## config.mk

```make
export PLATFORM = sky130hd
export DESIGN_NAME = ffc_ctrl_word
export DESIGN_NICKNAME = d
export VERILOG_FILES = /design/src/ffc_ctrl_word.v
export VERILOG_INCLUDE_DIRS = /design/src
export SDC_FILE = /design/constraint.sdc
export NUM_CORES = 1
export LEC_CHECK = 0
export BUFFER_PORTS_ARGS = -buffer_cell sky130_fd_sc_hd__buf_2
export CELL_PAD_IN_SITES_DETAIL_PLACEMENT = 1
export CELL_PAD_IN_SITES_GLOBAL_PLACEMENT = 1
export CORE_ASPECT_RATIO = 1.75
export CORE_MARGIN = 2
export CORE_UTILIZATION = 43
export DETAILED_ROUTE_END_ITERATION = 12
export PLACE_DENSITY = 0.81
export SYNTH_ARGS = -nofsm -noshare
export SYNTH_HDL_FRONTEND = slang
export SYNTH_SLANG_ARGS = --single-unit
```

## constraint.sdc

```tcl
create_clock -name mclk -period 1.8 [get_ports mclk]
set_input_delay 0.18 -clock mclk [delete_from_list [all_inputs] [get_ports mclk]]
set_output_delay 0.18 -clock mclk [all_outputs]
set_load 0.05 [all_outputs]
```

## src/ffc_defs.vh

```
// Purpose: constants for the amplifier control word decoder
// Assumes: 16-bit control word shifted in msb first over a 3-wire port
// Notes:   field positions, codes and reset value of the control word
//
// Function
// gain codes 000 to 110: feedback switch b follows the ext cap bit.
// gain code 111 holds feedback switch b closed regardless of cap bit.
// ext cap path enable is control bit 10; 1 means capacitor fitted.
// host clears the ext cap bit when no filter capacitor is fitted.
// bit 11 routes the current source: 0 positive pin, 1 negative pin.
// bits 14:12 pick source level; 110 powered but off; 111 forbidden.
// host may leave the source powered but disconnected between tests.
// host writes 0082 or 00C2 for common-mode and rail short checks.
// host writes 5082 or 58C2 for open input checks at 100 uA.
// host writes 5000 for the shorted inputs check.
// host compares readings after 5082 and 58C2 to find a degraded line.
// host may run the test words in sequence and compare readings.
// gain code sits in bits 2:0; 111 means external resistor gain.
// bandwidth trim field sits in bits 5:3.
// route select and sign invert sit in bits 8:6.
// switch and source controls follow the stored word right after a write.
`ifndef FFC_DEFS_VH
`define FFC_DEFS_VH

// ============================================================
// word layout
`define FFC_WORD_W        16
`define FFC_WORD_RST      16'h0000
`define FFC_CNT_W         5
`define FFC_CNT_FULL      5'h10
`define FFC_CNT_OVER      5'h11
`define FFC_GAIN_HI       2
`define FFC_GAIN_LO       0
`define FFC_BW_HI         5
`define FFC_BW_LO         3
`define FFC_ROUTE_HI      7
`define FFC_ROUTE_LO      6
`define FFC_SIGN_BIT      8
`define FFC_SHDN_BIT      9
`define FFC_CAP_BIT       10
`define FFC_PIN_BIT       11
`define FFC_AMPS_HI       14
`define FFC_AMPS_LO       12

// ============================================================
// codes
`define FFC_GAIN_EXT      3'h7
`define FFC_AMPS_OFF      3'h0
`define FFC_AMPS_10N      3'h1
`define FFC_AMPS_100N     3'h2
`define FFC_AMPS_1U       3'h3
`define FFC_AMPS_10U      3'h4
`define FFC_AMPS_100U     3'h5
`define FFC_AMPS_IDLE     3'h6
`define FFC_AMPS_BAD      3'h7
`define FFC_LVL_W         5

`endif

```

## src/ffc_ctrl_word.v

```verilog
// Purpose: serial control word receiver and switch/current source decode
// Assumes: host drives select low, clocks 16 bits msb first on rising clk
// Notes:   all pins are synchronised to mclk; outputs lag the word by one
//          clock; frames that do not hold exactly 16 bits are discarded
//          route select sits in bits 7:6, sign invert in bit 8
//          a stored level code 111 keeps the source off and raises a flag
`timescale 1ns/10ps
`include "ffc_defs.vh"

module ffc_ctrl_word #(
  parameter WORD_W = `FFC_WORD_W
) (
  input  wire              mclk,
  input  wire              sys_rst,
  input  wire              ser_clk_pin,
  input  wire              ser_sel_n_pin,
  input  wire              ser_data_pin,
  output reg  [WORD_W-1:0] ctl_word,
  output reg  [2:0]        gain_code,
  output reg  [2:0]        bandwidth_trim,
  output reg  [1:0]        input_route_select,
  output reg               sign_invert,
  output reg               shutdown_en,
  output reg               ext_cap_path_enable,
  output reg               source_terminal_select,
  output reg  [2:0]        inject_amps_level,
  output reg               feedback_switch_a,
  output reg               feedback_switch_b,
  output reg               src_to_pos,
  output reg               src_to_neg,
  output reg               src_powered,
  output reg  [4:0]        src_level_onehot,
  output reg               inject_code_bad,
  output reg               write_done
);

  // ==========================================================
  // pin synchronisers
  reg  [1:0]              clk_sync_r;
  reg  [1:0]              sel_sync_r;
  reg  [1:0]              dat_sync_r;
  reg                     clk_last_r;
  reg                     sel_last_r;
  reg  [WORD_W-1:0]       shift_r;
  reg  [`FFC_CNT_W-1:0]   cnt_r;
  reg  [WORD_W-1:0]       word_r;
  reg                     load_r;
  wire                    clk_rise;
  wire                    sel_rise;
  wire                    sel_act;
  reg  [WORD_W-1:0]       shift_nxt;
  reg  [`FFC_CNT_W-1:0]   cnt_nxt;
  reg  [WORD_W-1:0]       word_nxt;
  reg                     load_nxt;

  always @(posedge mclk) begin
    if (sys_rst) begin
      clk_sync_r <= 2'h0;
      sel_sync_r <= 2'h3;
      dat_sync_r <= 2'h0;
      clk_last_r <= 1'b0;
      sel_last_r <= 1'b1;
    end else begin
      clk_sync_r <= {clk_sync_r[0], ser_clk_pin};
      sel_sync_r <= {sel_sync_r[0], ser_sel_n_pin};
      dat_sync_r <= {dat_sync_r[0], ser_data_pin};
      clk_last_r <= clk_sync_r[1];
      sel_last_r <= sel_sync_r[1];
    end
  end

  assign clk_rise = clk_sync_r[1] & ~clk_last_r;
  assign sel_rise = sel_sync_r[1] & ~sel_last_r;
  assign sel_act  = ~sel_sync_r[1];

  // ==========================================================
  // frame bit counter and shift register
  always @* begin
    shift_nxt = shift_r;
    cnt_nxt   = cnt_r;
    word_nxt  = word_r;
    load_nxt  = 1'b0;
    if (sel_rise) begin
      if (cnt_r == `FFC_CNT_FULL) begin
        word_nxt = shift_r;
        load_nxt = 1'b1;
      end
      cnt_nxt = {`FFC_CNT_W{1'b0}};
    end else if (sel_act && clk_rise) begin
      shift_nxt = {shift_r[WORD_W-2:0], dat_sync_r[1]};
      if (cnt_r != `FFC_CNT_OVER)
        cnt_nxt = cnt_r + 1'b1;
    end else if (!sel_act) begin
      cnt_nxt = {`FFC_CNT_W{1'b0}};
    end
  end

  // ==========================================================
  // word store registers
  always @(posedge mclk) begin
    if (sys_rst) begin
      shift_r <= `FFC_WORD_RST;
      cnt_r   <= {`FFC_CNT_W{1'b0}};
      word_r  <= `FFC_WORD_RST;
      load_r  <= 1'b0;
    end else begin
      shift_r <= shift_nxt;
      cnt_r   <= cnt_nxt;
      word_r  <= word_nxt;
      load_r  <= load_nxt;
    end
  end

  // ==========================================================
  // field decode
  function [4:0] lvl_decode;
    input [2:0] code;
    begin
      case (code)
        `FFC_AMPS_OFF:  lvl_decode = 5'h00;
        `FFC_AMPS_10N:  lvl_decode = 5'h01;
        `FFC_AMPS_100N: lvl_decode = 5'h02;
        `FFC_AMPS_1U:   lvl_decode = 5'h04;
        `FFC_AMPS_10U:  lvl_decode = 5'h08;
        `FFC_AMPS_100U: lvl_decode = 5'h10;
        `FFC_AMPS_IDLE: lvl_decode = 5'h00;
        `FFC_AMPS_BAD:  lvl_decode = 5'h00;
        default:       lvl_decode = 5'h00;
      endcase
    end
  endfunction

  wire [2:0] gain_w = word_r[`FFC_GAIN_HI:`FFC_GAIN_LO];
  wire [2:0] amps_w = word_r[`FFC_AMPS_HI:`FFC_AMPS_LO];
  wire       cap_w  = word_r[`FFC_CAP_BIT];
  wire       pin_w  = word_r[`FFC_PIN_BIT];
  wire [4:0] lvl_w  = lvl_decode(amps_w);
  wire       on_w   = (lvl_w != 5'h00);

  // ==========================================================
  // output next values
  reg  [WORD_W-1:0]       ctl_word_nxt;
  reg  [2:0]              gain_code_nxt;
  reg  [2:0]              bandwidth_trim_nxt;
  reg  [1:0]              input_route_select_nxt;
  reg                     sign_invert_nxt;
  reg                     shutdown_en_nxt;
  reg                     ext_cap_path_enable_nxt;
  reg                     source_terminal_select_nxt;
  reg  [2:0]              inject_amps_level_nxt;
  reg                     feedback_switch_a_nxt;
  reg                     feedback_switch_b_nxt;
  reg                     src_to_pos_nxt;
  reg                     src_to_neg_nxt;
  reg                     src_powered_nxt;
  reg  [4:0]              src_level_onehot_nxt;
  reg                     inject_code_bad_nxt;
  reg                     write_done_nxt;

  always @* begin
    ctl_word_nxt               = word_r;
    gain_code_nxt              = gain_w;
    bandwidth_trim_nxt         = word_r[`FFC_BW_HI:`FFC_BW_LO];
    input_route_select_nxt     = word_r[`FFC_ROUTE_HI:`FFC_ROUTE_LO];
    sign_invert_nxt            = word_r[`FFC_SIGN_BIT];
    shutdown_en_nxt            = word_r[`FFC_SHDN_BIT];
    ext_cap_path_enable_nxt    = cap_w;
    source_terminal_select_nxt = pin_w;
    inject_amps_level_nxt      = amps_w;
    feedback_switch_a_nxt      = (gain_w != `FFC_GAIN_EXT);
    if (gain_w == `FFC_GAIN_EXT)
      feedback_switch_b_nxt = 1'b1;
    else
      feedback_switch_b_nxt = cap_w;
    src_to_pos_nxt             = on_w & ~pin_w;
    src_to_neg_nxt             = on_w & pin_w;
    src_powered_nxt            = on_w | (amps_w == `FFC_AMPS_IDLE);
    src_level_onehot_nxt       = lvl_w;
    inject_code_bad_nxt        = (amps_w == `FFC_AMPS_BAD);
    write_done_nxt             = load_r;
  end

  // ==========================================================
  // output registers
  always @(posedge mclk) begin
    if (sys_rst) begin
      ctl_word               <= `FFC_WORD_RST;
      gain_code              <= 3'h0;
      bandwidth_trim         <= 3'h0;
      input_route_select     <= 2'h0;
      sign_invert            <= 1'b0;
      shutdown_en            <= 1'b0;
      ext_cap_path_enable    <= 1'b0;
      source_terminal_select <= 1'b0;
      inject_amps_level      <= 3'h0;
      feedback_switch_a      <= 1'b1;
      feedback_switch_b      <= 1'b0;
      src_to_pos             <= 1'b0;
      src_to_neg             <= 1'b0;
      src_powered            <= 1'b0;
      src_level_onehot       <= 5'h00;
      inject_code_bad        <= 1'b0;
      write_done             <= 1'b0;
    end else begin
      ctl_word               <= ctl_word_nxt;
      gain_code              <= gain_code_nxt;
      bandwidth_trim         <= bandwidth_trim_nxt;
      input_route_select     <= input_route_select_nxt;
      sign_invert            <= sign_invert_nxt;
      shutdown_en            <= shutdown_en_nxt;
      ext_cap_path_enable    <= ext_cap_path_enable_nxt;
      source_terminal_select <= source_terminal_select_nxt;
      inject_amps_level      <= inject_amps_level_nxt;
      feedback_switch_a      <= feedback_switch_a_nxt;
      feedback_switch_b      <= feedback_switch_b_nxt;
      src_to_pos             <= src_to_pos_nxt;
      src_to_neg             <= src_to_neg_nxt;
      src_powered            <= src_powered_nxt;
      src_level_onehot       <= src_level_onehot_nxt;
      inject_code_bad        <= inject_code_bad_nxt;
      write_done             <= write_done_nxt;
    end
  end

endmodule

```

==> impl_metrics.yaml <==
status:
  status: "finished, final reports clean"
floorplan:
  io_pins: 48
  die_y_um: 113
  rows: 39
  core_area_um2: 6540
  dieArea_um2: 7500
  start_util_pct: 44.7
  die_w_um: 66.3
clock_tree:
  hold_buffers: 0
  cts_setup_buffers: 0
  cts_buffer_depth: 2
  cts_sinks: 79
  cts_max_level: 3
  cts_tree: "done"
  cts_made_buffers: 9
  clock_latency_ns: 0.33
  clockRootBuffer: "clkbuf_16"
  clk_pin_slew_ns: 0.05
timing:
  finalCritPeriodShare_pct: 94.2
  worst_clock_skew_ns: 0.00257
  rsz0062_at_grt: "no"
  relSlewSlack_pct: 62.6
  hold_viol: 0
  fin_tns_setup_ns: 0
  setup_violations: 0
  drv_slew: 0
  max_freq_mhz: 590
  worst_slack_ns: 0.104
  min_period_ns: 1.70
  worst_slew_pin_slew_ns: 0.561
yosys:
  synth-xor-area-share_pct: 0
  synthTopCellsByCount: "dfxtp_1 (79), nand2_1 (36), nor2b_1 (28)"
  seq_area_frac_synth_pct: 54.1
  synth-edff-count: 0
  ys.flop_type: "dfxtp_1"
  synth_most_common_cell: "dfxtp_1"
  async_reset_ff_share_pct: 0
  yosys-top-cells-area: "dfxtp_1 (54%), mux2_4 (7.7%), nor2b_1 (6.0%), nand2_1 (4.6%), buf_4 (4.1%)"
  synth_compound_area_share_pct: 5.01
  avgSynthCellArea_um2: 10.5
  synthesis.nets: 286
  synth_top_family_by_area: "simple AND/OR/NAND/NOR gates"
  synthMuxAreaShare_pct: 9.85
  syn_area_um2: 2920
  yosys.area_share.simple_pct: 21.6
  ys_types: 35
  synth_top_area_cell: "dfxtp_1"
  synth_cells: 278
  synth-seq-cells: 79
  synth_top_area_share_pct: 54.1
  yosys_warnings: 0
  synth-adder-area-share_pct: 1.28
place:
  io_buffers: 47
  dpl.hpwl_um: 3850
  pre_cts_ws_ns: 0.0995
  gp_congestion: 0.699
grt:
  use_met2_pct: 30.1
  grt_pass1_wl_um: 9250
  gr-total-overflow: 0
  busiest_layer: "met2"
  use_met3_pct: 5.47
  antenna_found_initial: 0
  grt_pass1_vias: 2042
  grt_max_degree: 44
  grt_use_met1_pct: 16.6
  grt_usage_pct: 16.6
hold_path:
  worstHoldStart: "ser_sel_n_pin"
  hold_depth: 2
  hold_end: "sel_sync_r[0]"
  hold_path_class: "in2reg"
route:
  drc: 0
  wl_um: 5770
  routedWlPerCell_um: 14.5
  drt_iter0_markers: 70
  vias_per_cell: 4.92
  vias: 1964
  firstDrtPassIters: 4
  antenna_left: 0
critical_path:
  worst_setup_path_start_kind: "flop"
  reg2reg_to: "ctl_word_nxt[0]"
  rr_worst_depth: 6
  r2r-start: "cnt_r[1]"
  critPathKind: "reg2reg"
  worstPathRequired_ns: 2.02
  path_max_fanout: 11
  rrSetupSlack_ns: 0.10
  arrival_ns: 1.91
  cp-end-kind: "flop"
finish:
  fin_nets: 322
  drive_gt1_share_pct: 27.8
  antenna-diode-count: 0
  utilization_pct: 52.6
  syn2layout_area_growth_pct: 17.7
power:
  p_per_area_nw_per_um2: 1030
  peakVddDrop_uv: 623
  p_leak_nw: 1.48
flow_run:
  drv_cap: 0
metrics by stage:
step | area, um2 | hold slack [ns] | instances | power, mW
after floorplan | 2920 | 0.277 | 278 | 1.83
after global placement | 3110 | 0.364 | 384 | 1.85
after detailed placement | 3110 | 0.367 | 384 | 1.85
after CTS | 3390 | 0.0258 | 398 | 3.58
after global routing | 3440 | 0.0376 | 399 | 3.67
final | 3440 | 0.0348 | 399 | 3.54
cell type report:
| type | count | area (um2) |
|---|---|---|
| well taps | 82 | 103 |
| inverters | 8 | 30.0 |
| repair buffers | 53 | 323 |
| fillers | 747 | 3100 |
| multi-input cells | 163 | 1120 |
| clock inverters | 1 | 30.0 |
| clock buffers | 13 | 250 |
| flip-flops and latches | 79 | 1580 |
cells by family after synthesis:
group,count (synthesis)
compound gates,27
fa+ha+maj,3
mux,21
buf+inv,36
simple gates,112
flops,79
power breakdown:
group / switching [mW] / internal (mW) / leakage (nW)
clock: 0.636 / 1.10 / 0.136
sequential: 0.00432 / 1.76 / 0.638
combinational: 0.0288 / 0.0211 / 0.709
total: 0.669 / 2.87 / 1.48
routing by layer:
layer | share of wire [%] | vias to the layer above | wire (um)
met4 | 1.8 | 0 | 103
met2 | 59 | 28 | 3380
met5 | 0 | - | 0
met1 | 37 | 965 | 2130
li1 | - | 962 | -
met3 | 2.8 | 9 | 162
critical path: stages, from the launching register on:
cell and delay [ns]:
dfxtp_1 0.33, inv_1 0.09, ha_1 0.14, nor4bb_4 0.26
and3_4 0.26, buf_12 0.17, mux2_2 0.33
how the worst max path moves through the flow:
| stage | end | from | slack (ns) |
|---|---|---|---|
| after floorplan | ctl_word_nxt[14] | cnt_r[0] | 0.23 |
| after global placement | ctl_word_nxt[15] | cnt_r[1] | 0.16 |
| after detailed placement | ctl_word_nxt[15] | cnt_r[1] | 0.1 |
| after CTS | ctl_word_nxt[0] | cnt_r[1] | 0.10 |
| after global routing | ctl_word_nxt[15] | cnt_r[1] | 0.02 |
| final | ctl_word_nxt[0] | cnt_r[1] | 0.10 |
layout by cell type (no fill, tap or decap), types with 6 or more instances in the layout:
cell type and n:
mux2_4 15, nand2_1 36, buf_2 47, a21oi_1 21, nor2b_1 28, dfxtp_1 79
nor3_1 6, and2b_1 8, inv_1 8, nand2b_1 10, clkbuf_16 10
state kept, by name, indices dropped and copies added (netlist names), 2 cells and up:
register / count
lvl_w: 5
clk_sync_r: 2
ctl_word: 16
ctl_word_nxt: 16
src_level_onehot: 5
sel_sync_r: 2
cnt_r: 5
dat_sync_r: 2
shift_r: 16
what timing repair did:
item | CTS | global route
hold endpoints to repair | 0 | 0
resized for setup | 0 | 4
endpoints found under the setup margin | 0 | 17
No activity file was read; power rests on OpenSTA's default activity.
